`config.mk`:
```
export PLATFORM = sky130hd
export DESIGN_NAME = adc_frontend_config_regs
export DESIGN_NICKNAME = d
export VERILOG_FILES = /design/src/adc_cfg_pkg.sv /design/src/adc_frontend_config_regs.sv /design/src/bias_exc_guard.sv
export SDC_FILE = /design/constraint.sdc
export NUM_CORES = 1
export LEC_CHECK = 0
export ABC_AREA = 1
export BUFFER_PORTS_ARGS = -buffer_cell sky130_fd_sc_hd__buf_2
export CAP_MARGIN = 15
export CORE_ASPECT_RATIO = 0.8
export CORE_UTILIZATION = 51
export DETAILED_ROUTE_END_ITERATION = 7
export PLACE_DENSITY = 0.9
export SLEW_MARGIN = 0
export SYNTH_ARGS = -nofsm -noshare
export SYNTH_HDL_FRONTEND = slang
export SYNTH_SLANG_ARGS = --single-unit
```
`constraint.sdc`:
```
create_clock -name mclk -period 1.7 [get_ports mclk]
set_clock_uncertainty 0.2 [all_clocks]
set_input_delay 0 -clock mclk [delete_from_list [all_inputs] [get_ports mclk]]
set_output_delay 0 -clock mclk [all_outputs]
set_load 0.02 [all_outputs]
```
`src/adc_cfg_pkg.sv`:
```
/*
  Constants for the converter front-end configuration registers: register
  offsets, field positions, reset values and selection codes.
  Assumes nothing of its surroundings; imported by the register bank.
*/
`default_nettype none
package adc_cfg_pkg;
  // Register offsets on the internal register port
  localparam logic [7:0] FILTER_ADDR = 8'h08;
  localparam logic [7:0] CTRL_ADDR = 8'h09;
  localparam logic [7:0] SOURCE_ADDR = 8'h0A;
  localparam logic [7:0] MUX_ADDR = 8'h0B;

  // Reset values
  localparam logic [7:0] FILTER_RST = 8'h00;
  localparam logic [7:0] CTRL_RST = 8'h01;
  localparam logic [7:0] SOURCE_RST = 8'h00;
  localparam logic [7:0] MUX_RST = 8'hFF;

  // Filter register: only filter type and rate are writable
  localparam logic [7:0] FILTER_WMASK = 8'h3F;
  localparam int FILT_TYPE_LSB = 4;
  localparam int RATE_LSB = 0;

  // Control register fields
  localparam int EXTERNAL_CLOCK_SELECT_BIT = 7;
  localparam int UNIPOLAR_BIT = 6;
  localparam int FORMAT_BIT = 5;
  localparam int REFP_BUF_BIT = 4;
  localparam int REFN_BUF_BIT = 3;
  localparam int REF_SEL_LSB = 0;

  // Reference select codes
  localparam logic [2:0] REF_SUPPLY_A = 3'h3;
  localparam logic [2:0] REF_SUPPLY_B = 3'h7;

  // Source register fields
  localparam int BIAS_MODE_LSB = 6;
  localparam int BURNOUT_LSB = 4;
  localparam int EXC_LEVEL_LSB = 0;
  localparam logic [1:0] BIAS_ACTIVE = 2'h0;
  localparam logic [1:0] BIAS_DIV125K = 2'h1;
  localparam logic [3:0] EXC_UNDEF_A = 4'hC;
  localparam logic [3:0] EXC_UNDEF_B = 4'hD;

  // Mux register fields and codes
  localparam int POS_SEL_LSB = 4;
  localparam int NEG_SEL_LSB = 0;
  localparam int MUX_INPUTS = 10;
  localparam int BIAS_INPUTS = 8;
  localparam logic [3:0] MUX_RAIL_CODE = 4'hA;
endpackage
`default_nettype wire

```
`src/adc_frontend_config_regs.sv`:
```
/*
  Front-end configuration register bank of a delta-sigma converter: filter,
  clock/range/reference control, bias/excitation source and input mux
  select, with decoded steering outputs and output data coding.
  Assumes the serial port and the sequencer sit on mclk and drive the
  register port with one-cycle strobes; pin sampling happens elsewhere.
*/
// Overview of operation
// - Control bit 7 picks clock source; 0 internal oscillator, 1 external via first pin.
// - External clock select set overrides the first pin's own control setting.
// - Sequencer writes to the clock select bit during a sequence are dropped.
// - Control bit 6 picks range; 1 unipolar, 0 bipolar by default.
// - Bipolar results: bit 5 high gives offset binary, low gives two's complement.
// - Unipolar results are straight binary; format bit ignored.
// - Range or format changes leave thresholds untouched; software rewrites them.
// - Out-of-range inputs saturate to minimum or maximum code of active coding.
// - Control bits 4 and 3 enable positive and negative reference buffers.
// - Control bits 2:0 pick reference pair, supply or single-ended; default 001.
// - Source bits 7:6 pick bias mode: active, 125k divider, or 20k divider.
// - Source bits 5:4 pick burnout current: off, 0.5, 1 or 10 microamps.
// - Source bits 3:0 set excitation level; codes 1100 and 1101 undefined.
// - Enabling bias on an input with excitation clears that excitation enable.
// - Enabling excitation on an input with bias clears that bias enable.
// - Filter bits 5:4 pick filter type; 50/60 Hz default, 50, 60, sinc4.
`timescale 1ns/1ps
`default_nettype none
module adc_frontend_config_regs
  import adc_cfg_pkg::*;
#(
  parameter int RES_W = 24
) (
  input wire logic mclk,
  input wire logic rst_n,
  input wire logic reg_wr,
  input wire logic reg_wr_seq,
  input wire logic seq_running,
  input wire logic reg_rd,
  input wire logic [7:0] reg_addr,
  input wire logic [7:0] reg_wdata,
  output logic [7:0] reg_rdata,
  input wire logic bias_wr,
  input wire logic [adc_cfg_pkg::BIAS_INPUTS-1:0] bias_wdata,
  input wire logic [adc_cfg_pkg::BIAS_INPUTS-1:0] bias_en,
  input wire logic exc_wr,
  input wire logic [7:0] exc_sel_new,
  input wire logic [7:0] exc_sel_cur,
  output logic [1:0] exc_clear,
  output logic [adc_cfg_pkg::BIAS_INPUTS-1:0] bias_clear,
  input wire logic first_gpio_control_out,
  input wire logic first_gpio_control_oe_n,
  output logic gp0_out,
  output logic gp0_oe_n,
  output logic external_clock_select,
  output logic unipolar_range_select,
  output logic ref_pos_buffer_enable,
  output logic ref_neg_buffer_enable,
  output logic [1:0] ref_pair_sel,
  output logic ref_supply,
  output logic ref_single_ended,
  output logic bias_active,
  output logic bias_div125k,
  output logic bias_div20k,
  output logic [1:0] burnout_current_level,
  output logic [3:0] excitation_current_level,
  output logic excitation_level_valid,
  output logic [adc_cfg_pkg::MUX_INPUTS-1:0] positive_mux_input,
  output logic pos_to_supply,
  output logic [adc_cfg_pkg::MUX_INPUTS-1:0] negative_mux_input,
  output logic neg_to_ground,
  output logic [1:0] filter_type_select,
  output logic [3:0] rate_select,
  input wire logic result_valid,
  input wire logic signed [RES_W+1:0] result_raw,
  output logic [RES_W-1:0] result_code,
  output logic result_code_valid
);
  logic [7:0] filter_r;
  logic [7:0] ctrl_r;
  logic [7:0] source_r;
  logic [7:0] mux_r;
  logic [7:0] ctrl_nxt;
  logic ext_clk_locked;
  logic [2:0] ref_code;
  logic [3:0] pos_code;
  logic [3:0] neg_code;
  logic [3:0] exc_code;
  logic signed [RES_W+1:0] clamped;
  logic [RES_W-1:0] code_nxt;

  // Saturation limits of each coding, as signed values at raw width
  localparam logic signed [RES_W+1:0] BI_MAX = {3'b000, {(RES_W-1){1'b1}}};
  localparam logic signed [RES_W+1:0] BI_MIN = {3'b111, {(RES_W-1){1'b0}}};
  localparam logic signed [RES_W+1:0] UNI_MAX = {2'b00, {RES_W{1'b1}}};
  localparam logic signed [RES_W+1:0] UNI_MIN = '0;

  // Clock select is frozen against sequencer writes only; a serial-port write can still switch the clock mid-run
  assign ext_clk_locked = reg_wr_seq && seq_running;

  always_comb begin
    ctrl_nxt = reg_wdata;
    if (ext_clk_locked) begin
      ctrl_nxt[EXTERNAL_CLOCK_SELECT_BIT] = ctrl_r[EXTERNAL_CLOCK_SELECT_BIT];
    end
  end

  // Filter register; reserved bits stay zero
  always_ff @(posedge mclk or negedge rst_n) begin
    if (!rst_n) begin
      filter_r <= FILTER_RST;
    end else if (reg_wr && reg_addr == FILTER_ADDR) begin
      filter_r <= reg_wdata & FILTER_WMASK;
    end
  end

  // Control register; thresholds elsewhere are not rewritten on a format change
  always_ff @(posedge mclk or negedge rst_n) begin
    if (!rst_n) begin
      ctrl_r <= CTRL_RST;
    end else if (reg_wr && reg_addr == CTRL_ADDR) begin
      ctrl_r <= ctrl_nxt;
    end
  end

  // Source register
  always_ff @(posedge mclk or negedge rst_n) begin
    if (!rst_n) begin
      source_r <= SOURCE_RST;
    end else if (reg_wr && reg_addr == SOURCE_ADDR) begin
      source_r <= reg_wdata;
    end
  end

  // Mux register; reset leaves both inputs open
  always_ff @(posedge mclk or negedge rst_n) begin
    if (!rst_n) begin
      mux_r <= MUX_RST;
    end else if (reg_wr && reg_addr == MUX_ADDR) begin
      mux_r <= reg_wdata;
    end
  end

  // Read port: data one cycle after the strobe, unmapped reads give zero
  always_ff @(posedge mclk or negedge rst_n) begin
    if (!rst_n) begin
      reg_rdata <= 8'h00;
    end else if (reg_rd) begin
      case (reg_addr)
        FILTER_ADDR: reg_rdata <= filter_r;
        CTRL_ADDR: reg_rdata <= ctrl_r;
        SOURCE_ADDR: reg_rdata <= source_r;
        MUX_ADDR: reg_rdata <= mux_r;
        default: reg_rdata <= 8'h00;
      endcase
    end
  end

  // First pin: an external clock turns it into an input whatever its control says
  always_ff @(posedge mclk or negedge rst_n) begin
    if (!rst_n) begin
      gp0_out <= 1'b0;
      gp0_oe_n <= 1'b1;
    end else if (ctrl_r[EXTERNAL_CLOCK_SELECT_BIT]) begin
      gp0_out <= 1'b0;
      gp0_oe_n <= 1'b1;
    end else begin
      gp0_out <= first_gpio_control_out;
      gp0_oe_n <= first_gpio_control_oe_n;
    end
  end

  assign ref_code = ctrl_r[REF_SEL_LSB +: 3];

  // Clock, range and reference steering
  always_ff @(posedge mclk or negedge rst_n) begin
    if (!rst_n) begin
      external_clock_select <= 1'b0;
      unipolar_range_select <= 1'b0;
      ref_pos_buffer_enable <= 1'b0;
      ref_neg_buffer_enable <= 1'b0;
      ref_pair_sel <= 2'h1;
      ref_supply <= 1'b0;
      ref_single_ended <= 1'b0;
    end else begin
      external_clock_select <= ctrl_r[EXTERNAL_CLOCK_SELECT_BIT];
      unipolar_range_select <= ctrl_r[UNIPOLAR_BIT];
      ref_pos_buffer_enable <= ctrl_r[REFP_BUF_BIT];
      ref_neg_buffer_enable <= ctrl_r[REFN_BUF_BIT];
      ref_pair_sel <= ref_code[1:0];
      ref_supply <= (ref_code == REF_SUPPLY_A) || (ref_code == REF_SUPPLY_B);
      ref_single_ended <= ref_code[2] && (ref_code != REF_SUPPLY_B);
    end
  end

  assign exc_code = source_r[EXC_LEVEL_LSB +: 4];

  // Bias, burnout and excitation level steering
  always_ff @(posedge mclk or negedge rst_n) begin
    if (!rst_n) begin
      bias_active <= 1'b1;
      bias_div125k <= 1'b0;
      bias_div20k <= 1'b0;
      burnout_current_level <= 2'h0;
      excitation_current_level <= 4'h0;
      excitation_level_valid <= 1'b1;
    end else begin
      bias_active <= source_r[BIAS_MODE_LSB +: 2] == BIAS_ACTIVE;
      bias_div125k <= source_r[BIAS_MODE_LSB +: 2] == BIAS_DIV125K;
      bias_div20k <= source_r[BIAS_MODE_LSB + 1];
      burnout_current_level <= source_r[BURNOUT_LSB +: 2];
      excitation_current_level <= exc_code;
      // Undefined level codes are flagged so the analog side can hold off
      excitation_level_valid <= (exc_code != EXC_UNDEF_A) && (exc_code != EXC_UNDEF_B);
    end
  end

  assign pos_code = mux_r[POS_SEL_LSB +: 4];
  assign neg_code = mux_r[NEG_SEL_LSB +: 4];

  // Input mux steering as one-hot switch enables
  always_ff @(posedge mclk or negedge rst_n) begin
    if (!rst_n) begin
      positive_mux_input <= '0;
      pos_to_supply <= 1'b0;
      negative_mux_input <= '0;
      neg_to_ground <= 1'b0;
    end else begin
      positive_mux_input <= (pos_code < 4'(MUX_INPUTS)) ?
                            (MUX_INPUTS'(1) << pos_code) : '0;
      pos_to_supply <= pos_code == MUX_RAIL_CODE;
      negative_mux_input <= (neg_code < 4'(MUX_INPUTS)) ?
                            (MUX_INPUTS'(1) << neg_code) : '0;
      neg_to_ground <= neg_code == MUX_RAIL_CODE;
    end
  end

  // Filter steering
  always_ff @(posedge mclk or negedge rst_n) begin
    if (!rst_n) begin
      filter_type_select <= 2'h0;
      rate_select <= 4'h0;
    end else begin
      filter_type_select <= filter_r[FILT_TYPE_LSB +: 2];
      rate_select <= filter_r[RATE_LSB +: 4];
    end
  end

  // Result coding: clamp to the active range, then recode
  always_comb begin
    clamped = result_raw;
    code_nxt = '0;
    if (ctrl_r[UNIPOLAR_BIT]) begin
      if (result_raw > UNI_MAX) begin
        clamped = UNI_MAX;
      end else if (result_raw < UNI_MIN) begin
        clamped = UNI_MIN;
      end
      code_nxt = clamped[RES_W-1:0];
    end else begin
      if (result_raw > BI_MAX) begin
        clamped = BI_MAX;
      end else if (result_raw < BI_MIN) begin
        clamped = BI_MIN;
      end
      code_nxt = clamped[RES_W-1:0];
      if (ctrl_r[FORMAT_BIT]) begin
        code_nxt[RES_W-1] = ~clamped[RES_W-1];
      end
    end
  end

  always_ff @(posedge mclk or negedge rst_n) begin
    if (!rst_n) begin
      result_code <= '0;
      result_code_valid <= 1'b0;
    end else begin
      result_code_valid <= result_valid;
      if (result_valid) begin
        result_code <= code_nxt;
      end
    end
  end

  // Bias and excitation must never share an input; same-cycle writes that pick one input both pass
  bias_exc_guard #(
    .NUM_EXC(2)
  ) u_guard (
    .mclk(mclk),
    .rst_n(rst_n),
    .bias_wr(bias_wr),
    .bias_wdata(bias_wdata),
    .bias_en(bias_en),
    .exc_wr(exc_wr),
    .exc_sel_new(exc_sel_new),
    .exc_sel_cur(exc_sel_cur),
    .exc_clear(exc_clear),
    .bias_clear(bias_clear)
  );

  property p_external_clock_select_frozen;
    @(posedge mclk) disable iff (!rst_n)
      (reg_wr && reg_wr_seq && seq_running && reg_addr == CTRL_ADDR) |=>
        $stable(ctrl_r[EXTERNAL_CLOCK_SELECT_BIT]) ##1 external_clock_select == ctrl_r[EXTERNAL_CLOCK_SELECT_BIT];
  endproperty
  a_external_clock_select_frozen: assert property (p_external_clock_select_frozen) else $error("clock select changed");

  property p_ctrl_readback;
    @(posedge mclk) disable iff (!rst_n)
      (reg_wr && !reg_wr_seq && reg_addr == CTRL_ADDR) ##1 (reg_rd && !reg_wr && reg_addr == CTRL_ADDR)
        |=> reg_rdata == $past(reg_wdata, 2);
  endproperty
  a_ctrl_readback: assert property (p_ctrl_readback) else $error("control readback wrong");

  property p_gp0_override;
    @(posedge mclk) disable iff (!rst_n)
      ctrl_r[EXTERNAL_CLOCK_SELECT_BIT] |=> gp0_oe_n;
  endproperty
  a_gp0_override: assert property (p_gp0_override) else $error("pin driven under ext clock");

  property p_uni_floor;
    @(posedge mclk) disable iff (!rst_n)
      (result_valid && ctrl_r[UNIPOLAR_BIT] && result_raw < 0) |=> result_code == '0 && result_code_valid;
  endproperty
  a_uni_floor: assert property (p_uni_floor) else $error("unipolar floor wrong");

  property p_bi_ceiling;
    @(posedge mclk) disable iff (!rst_n)
      (result_valid && !ctrl_r[UNIPOLAR_BIT] && !ctrl_r[FORMAT_BIT] && result_raw > BI_MAX)
        |=> result_code == {1'b0, {(RES_W-1){1'b1}}};
  endproperty
  a_bi_ceiling: assert property (p_bi_ceiling) else $error("bipolar ceiling wrong");

  property p_offset_zero;
    @(posedge mclk) disable iff (!rst_n)
      (result_valid && !ctrl_r[UNIPOLAR_BIT] && ctrl_r[FORMAT_BIT] && result_raw == 0)
        |=> result_code == {1'b1, {(RES_W-1){1'b0}}};
  endproperty
  a_offset_zero: assert property (p_offset_zero) else $error("offset binary zero wrong");

  property p_ref_supply;
    @(posedge mclk) disable iff (!rst_n)
      (ref_code == REF_SUPPLY_B) |=> ref_supply && !ref_single_ended;
  endproperty
  a_ref_supply: assert property (p_ref_supply) else $error("supply reference wrong");

  property p_filter_type;
    @(posedge mclk) disable iff (!rst_n)
      (reg_wr && reg_addr == FILTER_ADDR) |=> ##1 filter_type_select == $past(reg_wdata[5:4], 2);
  endproperty
  a_filter_type: assert property (p_filter_type) else $error("filter type wrong");

  property p_neg_ground;
    @(posedge mclk) disable iff (!rst_n)
      (neg_code == MUX_RAIL_CODE) |=> neg_to_ground && negative_mux_input == '0;
  endproperty
  a_neg_ground: assert property (p_neg_ground) else $error("negative ground wrong");
endmodule // adc_frontend_config_regs
`default_nettype wire

```
`src/bias_exc_guard.sv`:
```
/*
  Guard that keeps the bias voltage source and an excitation current source
  off the same analog input, except when both writes enable that input in one cycle. Raises one-cycle clear pulses for the side that
  was already on. Assumes the bias and excitation select registers live
  outside and apply the clear pulses one cycle after the write.
*/
`timescale 1ns/1ps
`default_nettype none
module bias_exc_guard
  import adc_cfg_pkg::*;
#(
  parameter int NUM_EXC = 2
) (
  input wire logic mclk,
  input wire logic rst_n,
  input wire logic bias_wr,
  input wire logic [BIAS_INPUTS-1:0] bias_wdata,
  input wire logic [BIAS_INPUTS-1:0] bias_en,
  input wire logic exc_wr,
  input wire logic [4*NUM_EXC-1:0] exc_sel_new,
  input wire logic [4*NUM_EXC-1:0] exc_sel_cur,
  output logic [NUM_EXC-1:0] exc_clear,
  output logic [BIAS_INPUTS-1:0] bias_clear
);
  logic [NUM_EXC-1:0] exc_clear_nxt;
  logic [BIAS_INPUTS-1:0] bias_hit [NUM_EXC];
  logic [BIAS_INPUTS-1:0] bias_hit_any;

  // Per excitation source: check both directions of the conflict
  genvar k;
  generate
    for (k = 0; k < NUM_EXC; k++) begin : g_exc
      logic [3:0] cur;
      logic [3:0] nxt;
      assign cur = exc_sel_cur[4*k +: 4];
      assign nxt = exc_sel_new[4*k +: 4];
      // Bias newly enabled where this source already sits
      assign exc_clear_nxt[k] = bias_wr && (cur < 4'(BIAS_INPUTS)) &&
                                bias_wdata[cur[2:0]] && !bias_en[cur[2:0]];
      // Source moved onto an input that already carries bias
      assign bias_hit[k] = (exc_wr && (nxt < 4'(BIAS_INPUTS)) && bias_en[nxt[2:0]]) ?
                           (BIAS_INPUTS'(1) << nxt[2:0]) : '0;
    end
  endgenerate

  // Any source landing on a biased input clears it; holds for every source count
  always_comb begin
    bias_hit_any = '0;
    for (int j = 0; j < NUM_EXC; j++) begin
      bias_hit_any = bias_hit_any | bias_hit[j];
    end
  end

  // Clear pulses, one cycle wide
  always_ff @(posedge mclk or negedge rst_n) begin
    if (!rst_n) begin
      exc_clear <= '0;
      bias_clear <= '0;
    end else begin
      exc_clear <= exc_clear_nxt;
      bias_clear <= bias_hit_any;
    end
  end

  property p_exc_clear;
    @(posedge mclk) disable iff (!rst_n)
      (bias_wr && exc_sel_cur[3:0] == 4'h2 && bias_wdata[2] && !bias_en[2]) |=> exc_clear[0];
  endproperty
  a_exc_clear: assert property (p_exc_clear) else $error("excitation not cleared");

  property p_bias_clear;
    @(posedge mclk) disable iff (!rst_n)
      (exc_wr && exc_sel_new[3:0] == 4'h5 && bias_en[5]) |=> bias_clear[5] ##1 !bias_clear[5];
  endproperty
  a_bias_clear: assert property (p_bias_clear) else $error("bias not cleared");
endmodule // bias_exc_guard
`default_nettype wire

```
==> results.ini <==
[logic_synthesis]
ys_ff_latch = 121
synth_cell_types = 32
yosysWarnings = 0
synth_area_mm2 = 0.00553
syn-instance-count = 674
avgSynthCellArea_um2 = 8.21
synth_nets = 759
yosysSeqAreaShare_pct = 55.0

[die]
dieArea_mm2 = 0.0113
start_util_pct = 53.2
std_cell_rows = 33
die_x_um = 118
die_h_um = 95.2
pin_count = 176
core_mm2 = 0.0104

[critical_path]
cp-start-kind = primary input
r2r_end = mux_r[7]$_DFFE_PN1P_
r2r_start = mux_r[7]$_DFFE_PN1P_
rrSetupSlack_ns = 0.03
cp_max_fo = 3
cp.required_ns = 1.79
crit_type = in2reg
setup.worst_path.end_class = register
worst_r2r_path_depth = 4
worstPathArrival_ns = 1.80

[detailed_routing]
dr.pass1.iters = 5
drt-total-wl_mm = 18.7
ant_nets = 0
num_vias = 6014
vias_per_cell = 5.37
drc_errors = 0
wl_per_cell_um = 16.7
drtIter0Drc = 644

[grt]
grt_usage_pct = 32.4
antenna_found_initial = 1
grt_pass1_wl_mm = 28.2
grt_remaining_overflow = 0
grt_pass1_vias = 5779
grt_max_degree = 42

[clock_tree]
cts_tree = yes
cts.clk_slew.worst_paths_ns = 0.06
cts_root_buf = clkbuf_16
cts_buffer_depth = 2
clock_latency_ns = 0.41
cts.sinks = 121
cts-htree-levels = 4
numCtsBuffers = 17

[placed_design]
globalplace.congestion = 0.864
portBuffers = 175
place_hpwl_mm = 10.4

[sta]
worstMarginPinSlew_ns = 0.505
post-route-min-period_ns = 1.70
timing.final.ws_setup_ns = -0.00409
slew_headroom_pct = 66.3
setup_viol = 1
slew_violations = 0
fin_setup_tns_ns = -0.00409
max_freq_ghz = 0.587
final-hold-violation-count = 0
rsz0062_at_grt = true
period_share_pct = 100

[layout]
drive_gt1_share_pct = 28.6
syn_to_final_growth_pct = 50.4
n_fill_cell = 633
fin_nets = 1051

[job]
drv_cap = 0

[pwr]
peakVddDrop_mv = 0.781
p_per_area_mw_per_mm2 = 974
p_total_mw = 8.10
p_leak_nw = 4.28

[status]
status = finished with violations
failed_checks = setup timing

[hold_path]
min_path_cells = 6
min_from = reg_addr[1]
holdPathEnd = reg_rdata[2]$_DFFE_PN0P_
min_path_type = in2reg

[state kept, by name, summed over array words and instances (netlist names), 2 cells and up]
register / flops
filter_r: 6
result_code: 24
positive_mux_input: 10
source_r: 8
u_guard.bias_clear: 8
reg_rdata: 8
burnout_current_level: 2
rate_select: 4
negative_mux_input: 10
excitation_current_level: 4
u_guard.exc_clear: 2
filter_type_select: 2
ctrl_r: 8
mux_r: 8
ref_pair_sel: 2
[cells by family (layout without fill, tap and decap cells)]
family	Yosys count	in the layout	synth area share, %
AND/OR/NAND/NOR	363	363	26.8
flip-flops	121	121	55.0
AO/OA/AOI/OAI	104	104	11.5
buffers and inverters	86	391	6.69
other	0	1	0
[power breakdown]
part / internal, mW / leakage, nW / switching (mW) / total, mW
Clock: 2.34 / 0.287 / 1.40 / 3.74
Sequential: 3.05 / 1.51 / 0.0957 / 3.15
Combinational: 0.470 / 2.48 / 0.740 / 1.21
[cell type report]
| cell class | count | area [um2] | share of cell area [%] |
|---|---|---|---|
| multi-input cells | 467 | 2160 | 25.9 |
| repair buffers | 293 | 2070 | 24.9 |
| clock inverters | 14 | 184 | 2.21 |
| inverters | 66 | 256 | 3.08 |
| well taps | 140 | 175 | 2.10 |
| flip-flops and latches | 121 | 3040 | 36.6 |
| diodes | 1 | 2.50 | 0.0301 |
| clock buffers | 18 | 429 | 5.16 |
[metal layers]
layer,wire length [um],global-route usage [%],vias to the layer above
li1,-,-,2741
met1,7210,39.5,2823
met2,9180,54.4,361
met3,1420,7.24,89
met4,869,18.1,0
met5,0,0,-
[what timing repair did]
action | in CTS | in global routing
setup endpoints to repair | 0 | 49
hold endpoints to repair | 196 | 8
resized for setup | 0 | 20
hold buffers | 98 | 6
buffers inserted | 0 | 9
[placed cells by master (no fill, tap or decap), types with 5 or more instances in the layout]
master / count
a21oi_1: 24
buf_4: 16
o21ai_0: 30
o21ai_1: 15
dlygate4sd3_1: 98
inv_6: 6
nand2_1: 169
a21oi_2: 8
nand4_1: 8
o21ai_2: 8
clkbuf_16: 17
nand3_1: 28
inv_1: 58
dfrtp_1: 108
nor2_1: 141
a22o_2: 5
buf_2: 173
dfstp_2: 13
clkinvlp_4: 5
[cell usage after synthesis (all sizes together)]
master / n / share of area [%]
a22o: 5 / 0.90
clkbuf: 9 / 0.61
o21ai: 53 / 5.3
nor3b: 1 / 0.14
nand2: 175 / 12
dfstp: 13 / 6.2
a21oi: 32 / 3.3
nand4: 8 / 0.90
buf: 11 / 1.6
clkinv: 2 / 0.14
inv: 64 / 4.3
dfrtp: 108 / 49
a31oi: 1 / 0.11
nor3: 6 / 1.0
o31ai: 3 / 0.41
or2: 1 / 0.11
nor2: 143 / 9.8
o311ai: 4 / 0.63
a22oi: 5 / 0.68
o22ai: 1 / 0.11
nand3: 29 / 2.6
[worst max-delay path, cell delays in order]
cell and delay [ns]:
buf_2 0.13, dlygate4sd3_1 0.57, inv_1 0.07, nand3_1 0.07
dlygate4sd3_1 0.55, a21oi_1 0.07, nor3b_1 0.27, nor3_2 0.07
[worst max path at each step]
| stage | start | to | slack, ns | cells past startpoint |
|---|---|---|---|---|
| 2_1_floorplan | ctrl_r[6]$_DFFE_PN0P_ | result_code[10]$_DFFE_PN0P_ | 0.24 | 7 |
| 3_3_place_gp | ctrl_r[6]$_DFFE_PN0P_ | result_code[7]$_DFFE_PN0P_ | 0.09 | 6 |
| 3_5_place_dp | ctrl_r[6]$_DFFE_PN0P_ | result_code[7]$_DFFE_PN0P_ | 0.006 | 6 |
| 4_1_cts | ctrl_r[6]$_DFFE_PN0P_ | result_code[7]$_DFFE_PN0P_ | 0.008 | 6 |
| 5_1_grt | ctrl_r[6]$_DFFE_PN0P_ | result_code[2]$_DFFE_PN0P_ | -0.05 | 6 |
| 6_report | bias_en[7] | u_guard.exc_clear[0]$_DFF_PN0_ | -0.004 | 8 |
[per-stage QoR]
step | hold WS, ns | util, % | cells | setup slack [ns] | area, um2
after global placement | -0.215 | 63.2 | 979 | 0.0869 | 6580
after CTS | -0.180 | 78.5 | 1109 | 0.00789 | 8170
after detailed placement | -0.201 | 63.2 | 979 | 0.00615 | 6580
after floorplan | -0.496 | - | 674 | 0.241 | 5530
final | 0.0250 | 80.0 | 1120 | -0.00409 | 8320
after global routing | 0.0654 | 80.0 | 1119 | -0.0478 | 8320
(Power assumes the default switching activity.)
